--- src/hw/acg_defines.svh ---
/*
 * Register offsets, field positions, reset values and divider limits of the audio clock generator.
 * Assumes inclusion by bare name from the top module and the test bench.
 */
`ifndef ACG_DEFINES_SVH
`define ACG_DEFINES_SVH

// ----------------------------------------------------------------------------
// Register map
// ----------------------------------------------------------------------------
`define ACG_CLK_SRC_SEL_OFFSET 8'h66
`define ACG_CLK_SRC_SEL_RESET 8'h00
`define ACG_DIV_SRC_MSB 7
`define ACG_DIV_SRC_LSB 6
`define ACG_PLL_SRC_MSB 5
`define ACG_PLL_SRC_LSB 4

// ----------------------------------------------------------------------------
// Fixed ratios and limits
// ----------------------------------------------------------------------------
`define ACG_MCLK_RATIO 256
`define ACG_FS_DIV_RATIO 128
`define ACG_PLL_DIV_RATIO 2048
`define ACG_Q_MIN 5'h02
`define ACG_Q_MAX 5'h11
`define ACG_N_MIN 5'h02
`define ACG_N_MAX 5'h11
`define ACG_J_MAX 6'h3f
`define ACG_D_MAX 14'h270f
`define ACG_D_SCALE 10000

`endif

--- src/hw/acg_pkg.sv ---
/*
 * Types shared by the audio clock generator.
 * Assumes the defines header is on the include path.
 */
package acg_pkg;
  // Two-bit clock source selector; only the low bit picks the source.
  typedef logic [1:0] acg_src_t;

  // Switchover sequencer states.
  typedef enum logic [1:0] {
    ACG_RUN,
    ACG_DRAIN,
    ACG_LOAD
  } acg_sw_state_t;
endpackage

--- src/hw/acg_clock_gen.sv ---
/*
 * Audio clock generator: converter master clock and auxiliary pin clock as clock enables.
 * Assumes the external master clock and bit clock arrive as pins sampled by the system clock,
 * and that the host writes the control register over the byte-wide register port.
 */
// Overview of operation
// - Converter master clock runs at 256 times the reference sample rate.
// - External master clock 512 kHz to 50 MHz goes through divider or PLL.
// - Without PLL, sample rate is divider source over 128 times Q, Q 2..17.
// - Register 0x66 bits 7:6 pick master clock or bit clock as divider source.
// - With PLL, rate is source times K times R over 2048 times P.
// - Multiplier K is integer 1..63 plus four decimal fraction digits.
// - Register 0x66 bits 5:4 pick master clock or bit clock as PLL source.
// - With output select 0, pin clock is source times 2KR over MNP.
// - With output select 1, pin clock is divider source times 2 over MN.
// - Output divider M is 1, 2, 4 or 8; N is 2..17.
// - PLL cannot run only for the pin clock; when it is enabled the converters use it too.
`include "acg_defines.svh"

module acg_clock_gen
  import acg_pkg::*;
#(
  parameter int ACC_W = 32
) (
  input wire logic i_sys_clk,
  input wire logic i_rst_n,
  input wire logic i_mclk,
  input wire logic i_bclk,
  input wire logic i_reg_wr,
  input wire logic [7:0] i_reg_addr,
  input wire logic [7:0] i_reg_wdata,
  output logic [7:0] o_reg_rdata,
  input wire logic i_pll_en,
  input wire logic [3:0] i_pll_p_m1,
  input wire logic [3:0] i_pll_r_m1,
  input wire logic [5:0] i_pll_j,
  input wire logic [13:0] i_pll_d,
  input wire logic [4:0] i_div_q,
  input wire logic [1:0] i_out_m_sel,
  input wire logic [4:0] i_out_n,
  input wire logic i_out_clock_source_sel,
  output logic o_conv_mclk_en,
  output logic o_aux_pin_one_en,
  output logic o_settings_busy
);

  // --------------------------------------------------------------------------
  // Pin synchronisers and source edge detection
  // --------------------------------------------------------------------------
  logic [1:0] mclk_sync_r, bclk_sync_r;
  logic mclk_d_r, bclk_d_r;
  logic mclk_rise, bclk_rise, mclk_fall, bclk_fall;

  // Two flops per pin, then a third flop for the edge detector.
  always_ff @(posedge i_sys_clk) begin
    if (!i_rst_n) begin
      mclk_sync_r <= 2'b00;
      bclk_sync_r <= 2'b00;
      mclk_d_r <= 1'b0;
      bclk_d_r <= 1'b0;
    end else begin
      mclk_sync_r <= {mclk_sync_r[0], i_mclk};
      bclk_sync_r <= {bclk_sync_r[0], i_bclk};
      mclk_d_r <= mclk_sync_r[1];
      bclk_d_r <= bclk_sync_r[1];
    end
  end

  // One-cycle enables on each rising and each falling source edge.
  assign mclk_rise = mclk_sync_r[1] & ~mclk_d_r;
  assign bclk_rise = bclk_sync_r[1] & ~bclk_d_r;
  assign mclk_fall = ~mclk_sync_r[1] & mclk_d_r;
  assign bclk_fall = ~bclk_sync_r[1] & bclk_d_r;

  // --------------------------------------------------------------------------
  // Control register
  // --------------------------------------------------------------------------
  logic [7:0] src_sel_r;

  // Host writes land here; the live copies below follow only at switchover.
  always_ff @(posedge i_sys_clk) begin
    if (!i_rst_n) begin
      src_sel_r <= `ACG_CLK_SRC_SEL_RESET;
    end else if (i_reg_wr && i_reg_addr == `ACG_CLK_SRC_SEL_OFFSET) begin
      src_sel_r <= i_reg_wdata;
    end
  end

  // Read returns the register at its offset, zero elsewhere.
  always_comb begin
    if (i_reg_addr == `ACG_CLK_SRC_SEL_OFFSET) begin
      o_reg_rdata = src_sel_r;
    end else begin
      o_reg_rdata = 8'h00;
    end
  end

  // --------------------------------------------------------------------------
  // Glitch-free switchover of all settings
  // --------------------------------------------------------------------------
  typedef struct packed {
    logic [7:0] sel;
    logic pll_en;
    logic [3:0] p_m1;
    logic [3:0] r_m1;
    logic [5:0] j;
    logic [13:0] d;
    logic [4:0] q;
    logic [1:0] m_sel;
    logic [4:0] n;
    logic out_sel;
  } acg_cfg_t;

  acg_cfg_t req_cfg, cfg_r;
  acg_sw_state_t sw_state_r;
  logic conv_phase_r;
  logic phase_set;

  always_comb begin
    req_cfg.sel = src_sel_r;
    req_cfg.pll_en = i_pll_en;
    req_cfg.p_m1 = i_pll_p_m1;
    req_cfg.r_m1 = i_pll_r_m1;
    req_cfg.j = i_pll_j;
    req_cfg.d = i_pll_d;
    req_cfg.q = i_div_q;
    req_cfg.m_sel = i_out_m_sel;
    req_cfg.n = i_out_n;
    req_cfg.out_sel = i_out_clock_source_sel;
  end

  // A change waits until the converter clock is in its low phase with no rise
  // due in that cycle, then the counters restart from zero so no shortened
  // high pulse can appear.
  always_ff @(posedge i_sys_clk) begin
    if (!i_rst_n) begin
      sw_state_r <= ACG_LOAD;
      cfg_r <= '0;
    end else begin
      case (sw_state_r)
        ACG_RUN: begin
          if (req_cfg != cfg_r) begin
            sw_state_r <= ACG_DRAIN;
          end
        end
        ACG_DRAIN: begin
          if (!conv_phase_r && !phase_set) begin
            sw_state_r <= ACG_LOAD;
          end
        end
        default: begin
          cfg_r <= req_cfg;
          sw_state_r <= ACG_RUN;
        end
      endcase
    end
  end

  logic sw_load;
  assign sw_load = (sw_state_r == ACG_LOAD);
  assign o_settings_busy = (sw_state_r != ACG_RUN);

  // --------------------------------------------------------------------------
  // Source selection
  // --------------------------------------------------------------------------
  logic div_src_tick, div_src_edge, pll_src_tick;

  // Low bit of each field: 0 master clock, 1 bit clock.
  assign div_src_tick = cfg_r.sel[`ACG_DIV_SRC_LSB] ? bclk_rise : mclk_rise;
  assign pll_src_tick = cfg_r.sel[`ACG_PLL_SRC_LSB] ? bclk_rise : mclk_rise;

  // The converter divider counts edges of both kinds, as 256 Fsref is twice src over Q.
  assign div_src_edge = cfg_r.sel[`ACG_DIV_SRC_LSB] ? (bclk_rise | bclk_fall) :
                        (mclk_rise | mclk_fall);

  // --------------------------------------------------------------------------
  // Integer divider path: 256 Fsref = src * 2 / Q
  // --------------------------------------------------------------------------
  logic [4:0] q_cnt_r;
  logic div_tick, div_half;
  logic [4:0] q_eff;

  // Q outside 2..17 is clamped so the counter always wraps.
  assign q_eff = (cfg_r.q < `ACG_Q_MIN) ? `ACG_Q_MIN :
                 (cfg_r.q > `ACG_Q_MAX) ? `ACG_Q_MAX : cfg_r.q;

  // Src/(128 Q) is Fsref, so one 256 Fsref period is Q source edges of either
  // kind; the wrap starts the high phase and the edge at half the count ends it.
  always_ff @(posedge i_sys_clk) begin
    if (!i_rst_n || sw_load) begin
      q_cnt_r <= 5'h00;
    end else if (div_src_edge) begin
      q_cnt_r <= (q_cnt_r == q_eff - 5'h01) ? 5'h00 : q_cnt_r + 5'h01;
    end
  end
  assign div_tick = div_src_edge && (q_cnt_r == q_eff - 5'h01);
  assign div_half = div_src_edge && (q_cnt_r == (q_eff >> 1) - 5'h01);

  // --------------------------------------------------------------------------
  // Fractional PLL path as a phase accumulator
  // --------------------------------------------------------------------------
  // 256 Fsref = src * K * R / (8 P) with K = J + D/10000; the accumulator adds
  // (10000 J + D) * R per source edge and wraps at 8 * P * 10000.
  localparam logic [ACC_W-1:0] D_SCALE = ACC_W'(`ACG_D_SCALE);
  logic [ACC_W-1:0] acc_r, k_step, acc_mod, acc_sum;
  logic pll_tick, pll_half;

  always_comb begin
    k_step = ACC_W'((D_SCALE * ACC_W'(cfg_r.j) + ACC_W'(cfg_r.d)) * ACC_W'({1'b0, cfg_r.r_m1} + 5'h01));
    acc_mod = ACC_W'(ACC_W'(`ACG_PLL_DIV_RATIO / `ACG_MCLK_RATIO) * D_SCALE
                     * ACC_W'({1'b0, cfg_r.p_m1} + 5'h01));
    acc_sum = acc_r + k_step;
  end

  // The PLL runs whenever it is enabled, and then it also drives the converter clock.
  always_ff @(posedge i_sys_clk) begin
    if (!i_rst_n || sw_load || !cfg_r.pll_en) begin
      acc_r <= '0;
    end else if (pll_src_tick) begin
      acc_r <= (acc_sum >= acc_mod) ? acc_sum - acc_mod : acc_sum;
    end
  end
  // Each wrap is a full 256 Fsref period; the half marks its midpoint.
  assign pll_tick = cfg_r.pll_en && pll_src_tick && (acc_sum >= acc_mod);
  assign pll_half = cfg_r.pll_en && pll_src_tick && (acc_r < (acc_mod >> 1))
                    && (acc_sum >= (acc_mod >> 1)) && (acc_sum < acc_mod);

  // A rise of the converter phase due this cycle holds off a switchover.
  assign phase_set = cfg_r.pll_en ? pll_tick : div_tick;

  // --------------------------------------------------------------------------
  // Converter master clock
  // --------------------------------------------------------------------------
  // Both paths set the phase at the start of a period and clear it at the
  // midpoint. The enable pulses at each rising phase.
  always_ff @(posedge i_sys_clk) begin
    if (!i_rst_n || sw_load) begin
      conv_phase_r <= 1'b0;
      o_conv_mclk_en <= 1'b0;
    end else if (cfg_r.pll_en) begin
      if (pll_tick) begin
        conv_phase_r <= 1'b1;
      end else if (pll_half) begin
        conv_phase_r <= 1'b0;
      end
      o_conv_mclk_en <= pll_tick;
    end else begin
      if (div_tick) begin
        conv_phase_r <= 1'b1;
      end else if (div_half) begin
        conv_phase_r <= 1'b0;
      end
      o_conv_mclk_en <= div_tick;
    end
  end

  // --------------------------------------------------------------------------
  // Auxiliary pin clock output divider
  // --------------------------------------------------------------------------
  // A rate accumulator: each source edge adds the pin clock ticks that edge is
  // worth, on the PLL path scaled by 10000 so the fraction stays exact, and each
  // cycle that holds a full divisor gives one pulse. The pin clock may outrun its
  // source, but no more than one pulse per system cycle between source edges.
  logic aux_src_tick, aux_due;
  logic [ACC_W-1:0] aux_acc_r, aux_step, aux_mod;
  logic [7:0] mn_total;
  logic [4:0] n_eff;

  assign n_eff = (cfg_r.n < `ACG_N_MIN) ? `ACG_N_MIN :
                 (cfg_r.n > `ACG_N_MAX) ? `ACG_N_MAX : cfg_r.n;
  assign mn_total = 8'({3'b000, n_eff} << cfg_r.m_sel);

  // Select 1: divider source times 2 over M N; select 0: PLL source times
  // 2 K R over M N P.
  always_comb begin
    if (cfg_r.out_sel) begin
      aux_src_tick = div_src_tick;
      aux_step = ACC_W'(32'h0000_0002);
      aux_mod = ACC_W'(mn_total);
    end else begin
      aux_src_tick = cfg_r.pll_en && pll_src_tick;
      aux_step = k_step << 1;
      aux_mod = ACC_W'(D_SCALE * ACC_W'({1'b0, cfg_r.p_m1} + 5'h01) * ACC_W'(mn_total));
    end
  end
  assign aux_due = (aux_acc_r >= aux_mod);

  // Add on each source edge, drain one divisor per pulse.
  always_ff @(posedge i_sys_clk) begin
    if (!i_rst_n || sw_load) begin
      aux_acc_r <= '0;
      o_aux_pin_one_en <= 1'b0;
    end else begin
      aux_acc_r <= aux_acc_r + (aux_src_tick ? aux_step : '0)
                   - (aux_due ? aux_mod : '0);
      o_aux_pin_one_en <= aux_due;
    end
  end
endmodule // acg_clock_gen

--- config.mk ---
export PLATFORM = sky130hd
export DESIGN_NAME = acg_clock_gen
export DESIGN_NICKNAME = d
export VERILOG_FILES = /design/src/hw/acg_pkg.sv /design/src/hw/acg_clock_gen.sv
export VERILOG_INCLUDE_DIRS = /design/src /design/src/hw
export SDC_FILE = /design/constraint.sdc
export NUM_CORES = 1
export LEC_CHECK = 0
export BUFFER_PORTS_ARGS = -buffer_cell sky130_fd_sc_hd__buf_2
export CAP_MARGIN = 20
export CORE_MARGIN = 8
export CORE_UTILIZATION = 50
export DETAILED_ROUTE_END_ITERATION = 10
export PLACE_DENSITY = 0.66
export REMOVE_ABC_BUFFERS = 1
export SYNTH_ARGS = -nofsm -noshare
export SYNTH_HDL_FRONTEND = slang
export SYNTH_SLANG_ARGS = --single-unit
--- constraint.sdc ---
create_clock -name i_sys_clk -period 39.1 [get_ports i_sys_clk]
set_clock_uncertainty 0.05 [all_clocks]
set_input_delay 3.91 -clock i_sys_clk [delete_from_list [all_inputs] [get_ports i_sys_clk]]
set_output_delay 3.91 -clock i_sys_clk [all_outputs]
set_load 0.02 [all_outputs]
==> flow_summary_export.csv, run 1 <==
group,metric,value,unit
critical_path,worstPathMaxFanout,28,
logic_synthesis,synthSimpleGateAreaFrac,0.2015,
clocking,numCtsBuffers,17,
floorplan,rows,74,
logic_synthesis,ys_ff_latch,138,
critical_path,timing.critical_path.mode_cell,"fa_1",
critical_path,worstPathArrival,15000,ps
timing,post-route-period-util,0.3752,
detailed_routing,wire_per_inst,18.24,um
detailed_routing,drc,0,
detailed_routing,drt-met1-wl,25.63,mm
clocking,htree_num_levels,4,
power,p_sw_frac,0.5156,
floorplan,ios,74,
floorplan,initial_utilization,0.5081,
global_route,antenna_found_initial,4,
clocking,clkSinkCount,138,
place,gp_congestion,0.9474,
global_route,grt_pass1_vias,18120,
floorplan,chipWidth,220.2,um
critical_path,startpoint_type,"register",
critical_path,required,39430,ps
logic_synthesis,syn-cell-area,20840,sq um
power,switchingPower,715.9,uW
logic_synthesis,synth_commonest_cells,"inv_1, ha_1, nor2_1",
logic_synthesis,async_reset_ff_frac,0,
logic_synthesis,synth-xor-area-share,0.07223,
layout,stdcell_count,3120,
clocking,cts-root-buf,"clkbuf_16",
logic_synthesis,synth_seq_area_share,0.1326,
timing,worstMarginPinSlew,980.0,ps
critical_path,reg2reg_depth,58,
layout,drive_above_1_share,0.06687,
job,cap_violations,0,
timing,hold_violations,0,
logic_synthesis,synthAdderAreaFrac,0.3336,
clocking,path_clk_slew,60,ps
power,vdd_drop_max,38.39,uV
logic_synthesis,ys_types,93,
global_route,grt.overflow.total,0,
clocking,ctsResizeCount,0,
power,share_comb_of_total_power,0.754,
detailed_routing,drtIter0Drc,1154,
detailed_routing,viasPerCell,5.729,
logic_synthesis,synth_edf_count,0,
critical_path,path_class,"reg -> reg",
critical_path,setup.worst_path.end_class,"register",
timing,report.final.setup_viol,0,
global_route,grt_max_degree,68,
clocking,insertion_delay,460,ps
logic_synthesis,synth_mux_area_frac,0.03386,
clocking,cts_buffer_depth,2,
floorplan,core,41020,sq um
power,p_leak,0.01095,uW
logic_synthesis,synth_compound_area_frac,0.1568,
timing,slew_headroom,0.3428,
logic_synthesis,synth.most_common_cell,"inv_1",
power,p_per_area,62.21,nW/um^2
status,status,"finished clean",
clocking,post-cts-setup-buffer-count,0,
logic_synthesis,ys_warn_count,0,
logic_synthesis,netlist_top_cells_area,"fa_1, ha_1, dfxtp_1",
logic_synthesis,synthFlopType,"dfxtp_1",
clocking,tritoncts,"built",
power,p_clk_frac,0.123,
detailed_routing,totalWireLength,56.90,mm
place,io_buffer_count,73,
place,place_inst,3087,
timing,drv_slew,0,
detailed_routing,wl_met3,3.680,mm
worst_hold_path,whs_path_depth,1,
power,internal_power,672.7,uW
critical_path,critPathMaxStageDelay,700,ps
detailed_routing,ant_nets,0,
power,pwr-share-seq,0.123,
detailed_routing,dr.pass1.iters,7,
timing,tns,0,ps
timing,fmax,68.16,MHz
timing,fin_crit,14670,ps
logic_synthesis,synth_top_family_by_area,"adder cells",
timing,rsz0062_at_grt,"no",
clocking,cts_hold_buf,0,
global_route,grt_first_pass_wirelength,93.31,mm
worst_hold_path,hold_path_class,"reg -> reg",
detailed_routing,vias,17870,
critical_path,slowest_stage,"dfxtp_1",
layout,nNetsFinal,3087,
floorplan,die-area,48470,sq um
floorplan,fp.dieH,220.2,um
layout,syn_to_final_growth,7.115,%
logic_synthesis,synth_top_cell_by_area,"fa_1",
global_route,grt_usage,0.2417,
detailed_routing,highest_layer,"met5",
logic_synthesis,syn_area_per_cell,8.221,sq um
logic_synthesis,syn_inst,2535,
logic_synthesis,yosysTopAreaCellShare,0.1691,
place,dpl.hpwl,47.03,mm
detailed_routing,route.met2.wl,25.30,mm
[registers in the layout (all words and copies together), names as in the netlist]
| name | cells |
|---|---|
| q_cnt_r | 5 |
| bclk_sync_r | 2 |
| conv_phase_r | 1 |
| aux_acc_r | 32 |
| bclk_d_r | 1 |
| cfg_r | 50 |
| sw_state_r | 2 |
| src_sel_r | 8 |
| mclk_d_r | 1 |
| mclk_sync_r | 2 |
| o_aux_pin_one_en | 1 |
| o_conv_mclk_en | 1 |
| acc_r | 32 |
[power by group through the flow]
stage	combinational (uW)	sequential (uW)	clock, uW
after floorplan	782	169	0
after global placement	1010	173	0
final	1050	170	171
after global routing	1170	172	178
after detailed placement	1030	173	0
after CTS	1040	170	173
[layer usage]
| metal | track usage | vias up |
|---|---|---|
| met5 | 0 | - |
| met4 | 0.09624 | 8 |
| met3 | 0.04438 | 102 |
| met2 | 0.3929 | 524 |
| met1 | 0.3161 | 8590 |
| li1 | - | 8649 |
[through the flow]
stage	hold slack [ps]	cell area, sq um	power (uW)	setup slack [ps]	utilization
global placement	367.9	21710	1180	25070	0.5292
floorplan	361.8	20520	951.3	26150	-
CTS	386.0	22320	1381	24530	0.5442
detailed placement	368.1	21720	1201	24560	0.5296
finish	382.1	22320	1389	24430	0.5442
global route	390.7	22320	1525	23260	0.5442
[worst paths after layout]
kind,slack [ps],end,startpoint
setup reg to reg,24430,aux_acc_r[29]$_SDFF_PP0_,cfg_r[37]$_SDFFE_PN0N_
setup / recovery,24430,aux_acc_r[29]$_SDFF_PP0_,cfg_r[37]$_SDFFE_PN0N_
hold / removal,380,mclk_sync_r[1]$_SDFF_PN0_,mclk_sync_r[0]$_SDFF_PN0_
hold reg to reg,380,mclk_sync_r[1]$_SDFF_PN0_,mclk_sync_r[0]$_SDFF_PN0_
[kinds of logic (layout without fill, tap and decap cells)]
family / Yosys count / count (layout)
AO/OA/AOI/OAI: 490 / 490
XOR/XNOR: 171 / 171
buffers and inverters: 372 / 421
adder cells (fa/ha/maj): 450 / 450
flip-flops: 138 / 138
other: 2 / 6
multiplexers: 70 / 70
AND/OR/NAND/NOR: 842 / 842
[cell type report]
class,count,area (sq um)
clock buffers,19,442.9
clock inverters,13,155.1
well taps,532,665.6
flip-flops and latches,138,2764
diodes,1,2.502
fillers,3874,18690
inverters,296,1111
multi-input cells,2028,16660
repair buffers,93,523.0
[worst max-delay path, delay by kind of cell (launching register included)]
family | cells | cell delay, ps
adders and majority gates | 13 | 5080
DFF | 1 | 700
buffers and inverters | 7 | 910
and+or+nand+nor | 13 | 2160
xor gates and xnor gates | 3 | 860
muxes | 1 | 220
AOI/OAI and AO/OA | 21 | 4550
[cells in the final DEF, fill, tap and decap left out, types with 25 or more instances in the layout]
cell / count
nand4_1: 25
xor2_1: 65
inv_1: 296
nand2_1: 203
dfxtp_1: 137
a21oi_1: 145
nor3_1: 40
o21bai_1: 32
mux2i_1: 65
nor2b_1: 73
ha_1: 274
o21ai_0: 69
and2_1: 66
buf_2: 73
fa_1: 176
nand3_1: 36
nand2b_1: 45
xnor2_1: 105
a21o_1: 74
nor2_1: 231
Power figures use the tool's default switching activity.
==> run 2: changes to the inputs <==
--- a/config.mk
+++ b/config.mk
@@ -6,12 +6,13 @@
 export SDC_FILE = /design/constraint.sdc
 export NUM_CORES = 1
 export LEC_CHECK = 0
+export ABC_AREA = 1
 export BUFFER_PORTS_ARGS = -buffer_cell sky130_fd_sc_hd__buf_2
 export CAP_MARGIN = 20
 export CORE_MARGIN = 8
 export CORE_UTILIZATION = 50
 export DETAILED_ROUTE_END_ITERATION = 10
-export PLACE_DENSITY = 0.66
+export PLACE_DENSITY = 0.68
 export REMOVE_ABC_BUFFERS = 1
 export SYNTH_ARGS = -nofsm -noshare
 export SYNTH_HDL_FRONTEND = slang
==> constraint.sdc (replaced) <==
create_clock -name i_sys_clk -period 11.95 [get_ports i_sys_clk]
set_clock_uncertainty 0.05 [all_clocks]
set_input_delay 1.195 -clock i_sys_clk [delete_from_list [all_inputs] [get_ports i_sys_clk]]
set_output_delay 1.195 -clock i_sys_clk [all_outputs]
set_load 0.02 [all_outputs]
==> flow_summary_export.csv, run 2 <==
group,metric,value,unit
worst_hold_path,whs_path_depth,2,
detailed_routing,drtIter0Drc,1728,
clocking,numCtsBuffers,17,
timing,post-route-period-util,0.9391,
critical_path,setup.worst_path.end_class,"register",
logic_synthesis,ys_types,58,
layout,nNetsFinal,3823,
logic_synthesis,synth_commonest_cells,"nand2_1, inv_1, nor2_1",
clocking,path_clk_slew,70,ps
layout,num_antenna_cells,0,
detailed_routing,totalWireLength,66.03,mm
power,p_leak,0.01276,uW
place,dpl.hpwl,55.51,mm
timing,finalHoldWorstSlack,366.0,ps
layout,reg_top3,"cfg_r x50, acc_r x32, aux_acc_r x32",
place,io_buffer_count,73,
timing,fin_crit,11220,ps
critical_path,path_class,"reg -> reg",
critical_path,timing.critical_path.mode_cell,"nand2_1",
global_route,grt_first_pass_wirelength,106.4,mm
timing,report.final.setup_viol,0,
clocking,htree_num_levels,4,
logic_synthesis,ys_warn_count,0,
place,place_area,23040,sq um
clocking,insertion_delay,470,ps
worst_hold_path,hold_path_class,"reg -> reg",
power,vdd_drop_max,208.2,uV
critical_path,worstPathArrival,11560,ps
critical_path,crit_start,"cfg_r[38]$_SDFFE_PN0N_",
logic_synthesis,synth_top_cell_by_area,"fa_1",
logic_synthesis,synthFlopType,"dfxtp_1",
logic_synthesis,syn_inst,3222,
critical_path,slowest_stage,"fa_1",
layout,largest_reg_flops,50,
global_route,antenna_found_initial,1,
detailed_routing,drc,0,
floorplan,ios,74,
detailed_routing,viasPerCell,5.422,
global_route,grt_max_degree,59,
clocking,tritoncts,"built",
status,status,"finished clean",
logic_synthesis,synth.most_common_cell,"nand2_1",
power,report.power.total,7054,uW
timing,fmax,89.11,MHz
logic_synthesis,ys_ff_latch,138,
timing,drv_slew,0,
layout,drive_above_1_share,0.08609,
detailed_routing,wire_per_inst,16.90,um
floorplan,initial_utilization,0.5069,
floorplan,chipWidth,225.0,um
logic_synthesis,netlist_top_cells_area,"fa_1, ha_1, dfxtp_1",
critical_path,startpoint_type,"register",
logic_synthesis,synth_seq_area_share,0.1265,
global_route,grt.overflow.total,0,
global_route,grt_pass1_vias,20990,
logic_synthesis,async_reset_ff_frac,0,
critical_path,critPathMaxStageDelay,770,ps
critical_path,reg2reg_to,"aux_acc_r[31]$_SDFF_PP0_",
critical_path,reg2reg_depth,51,
timing,hold_violations,0,
critical_path,required,12290,ps
critical_path,r2r_slack,730,ps
logic_synthesis,syn_area_per_cell,6.777,sq um
place,place_inst,3871,
timing,worstMarginPinSlew,1172,ps
layout,final_cell_mix,"nand2_1, inv_1, nor2_1, ha_1, a21oi_1",
job,cap_violations,0,
clocking,clkSinkCount,138,
power,p_per_area,297.3,nW/um^2
logic_synthesis,syn-cell-area,21830,sq um
layout,fin_util,0.5508,
floorplan,core,43080,sq um
layout,stdcell_count,3907,
worst_hold_path,holdPathEnd,"mclk_sync_r[1]$_SDFF_PN0_",
detailed_routing,vias,21180,
critical_path,worstPathMaxFanout,13,
layout,layout_commonest_cell,"nand2_1",
layout,stdcell_area,23730,sq um
global_route,grt_usage,0.2615,
logic_synthesis,synth_edf_count,0,
place,gp_congestion,0.9782,
logic_synthesis,yosysTopAreaCellShare,0.1614,
layout,syn_to_final_growth,8.664,%
clocking,cts-root-buf,"clkbuf_16",
floorplan,fp.dieH,225.0,um
layout,top_register,"cfg_r",
floorplan,rows,76,
clocking,cts_buffer_depth,2,
detailed_routing,ant_nets,0,
critical_path,r2r_start,"cfg_r[38]$_SDFFE_PN0N_",
timing,slew_headroom,0.2131,
floorplan,die-area,50610,sq um
worst_hold_path,hp-start,"mclk_sync_r[0]$_SDFF_PN0_",
detailed_routing,dr.pass1.iters,7,
[run 2: cell types whose count changed in the layout (fill, tap and decap cells not counted), moves of 45 or more]
cell / before / now
a21oi_1: 145 / 240
nand2_1: 203 / 668
a21o_1: 74 / 14
nor2b_1: 73 / 0
inv_1: 296 / 617
nand2b_1: 45 / 0
o21ai_0: 69 / 139
nand3_1: 36 / 128
xnor2_1: 105 / 37
nor2_1: 231 / 321
and2_1: 66 / 4
mux2i_1: 65 / 1
[run 2: timing repair]
action,in CTS,in global routing
setup endpoints to repair,0,23
buffers inserted,0,5
resized for setup,0,23
hold buffers,0,0
[run 2: kinds of logic after synthesis]
logic type	after synthesis	synth area share
AOI/OAI and AO/OA	537	0.1396
adders and majority gates	450	0.3184
buffers and inverters	686	0.1193
muxes	1	0.0004584
xor gates and xnor gates	99	0.03971
other	2	0.0003439
and+or+nand+nor	1309	0.2556
DFF	138	0.1265
[run 2: per-layer routing]
metal	wire length, um	part of all wire	GRT usage	vias up
li1	-	-	-	10430
met1	28490	0.43	0.3321	9895
met2	29520	0.45	0.4252	731
met3	4858	0.074	0.05010	126
met4	3151	0.048	0.1222	0
met5	0	0	0	-
[run 2: worst max-delay path by stage]
stage | endpoint | depth (start not counted)
5_1_grt | aux_acc_r[31]$_SDFF_PP0_ | 57
3_3_place_gp | aux_acc_r[19]$_SDFF_PP0_ | 54
6_report | aux_acc_r[31]$_SDFF_PP0_ | 51
3_5_place_dp | aux_acc_r[19]$_SDFF_PP0_ | 56
4_1_cts | aux_acc_r[19]$_SDFF_PP0_ | 56
2_1_floorplan | aux_acc_r[19]$_SDFF_PP0_ | 54
[run 2: area by class of cell]
cell class / count / area [sq um]
Fill cell: 4181 / 19350
Multi-Input combinational cell: 2401 / 16540
Clock buffer: 18 / 439.2
Inverter: 628 / 2361
Timing Repair Buffer: 124 / 752.0
Clock inverter: 13 / 131.4
Tap cell: 585 / 732.0
Sequential cell: 138 / 2771
[run 2: report_power, final]
group	internal, uW	leakage [uW]	switching [uW]
Combinational	2080	0.0114	3870
Clock	296	0.000276	246
Sequential	518	0.00113	50.6
Total	2890	0.0128	4160
[run 2: metrics by stage]
step                TNS (ps)  setup slack [ps]
CTS                        0             385.1
floorplan                  0             439.7
global route          -77.17            -61.26
detailed placement         0             437.7
finish                     0             728.0
global placement           0             642.9
[run 2: critical path: cells and delay by family, from the launching register on]
kind | cells | cell delay (ps)
DFF | 1 | 410
xor gates and xnor gates | 1 | 250
AOI/OAI and AO/OA | 14 | 2580
buffers and inverters | 8 | 1020
adders and majority gates | 12 | 5080
and+or+nand+nor | 16 | 1720
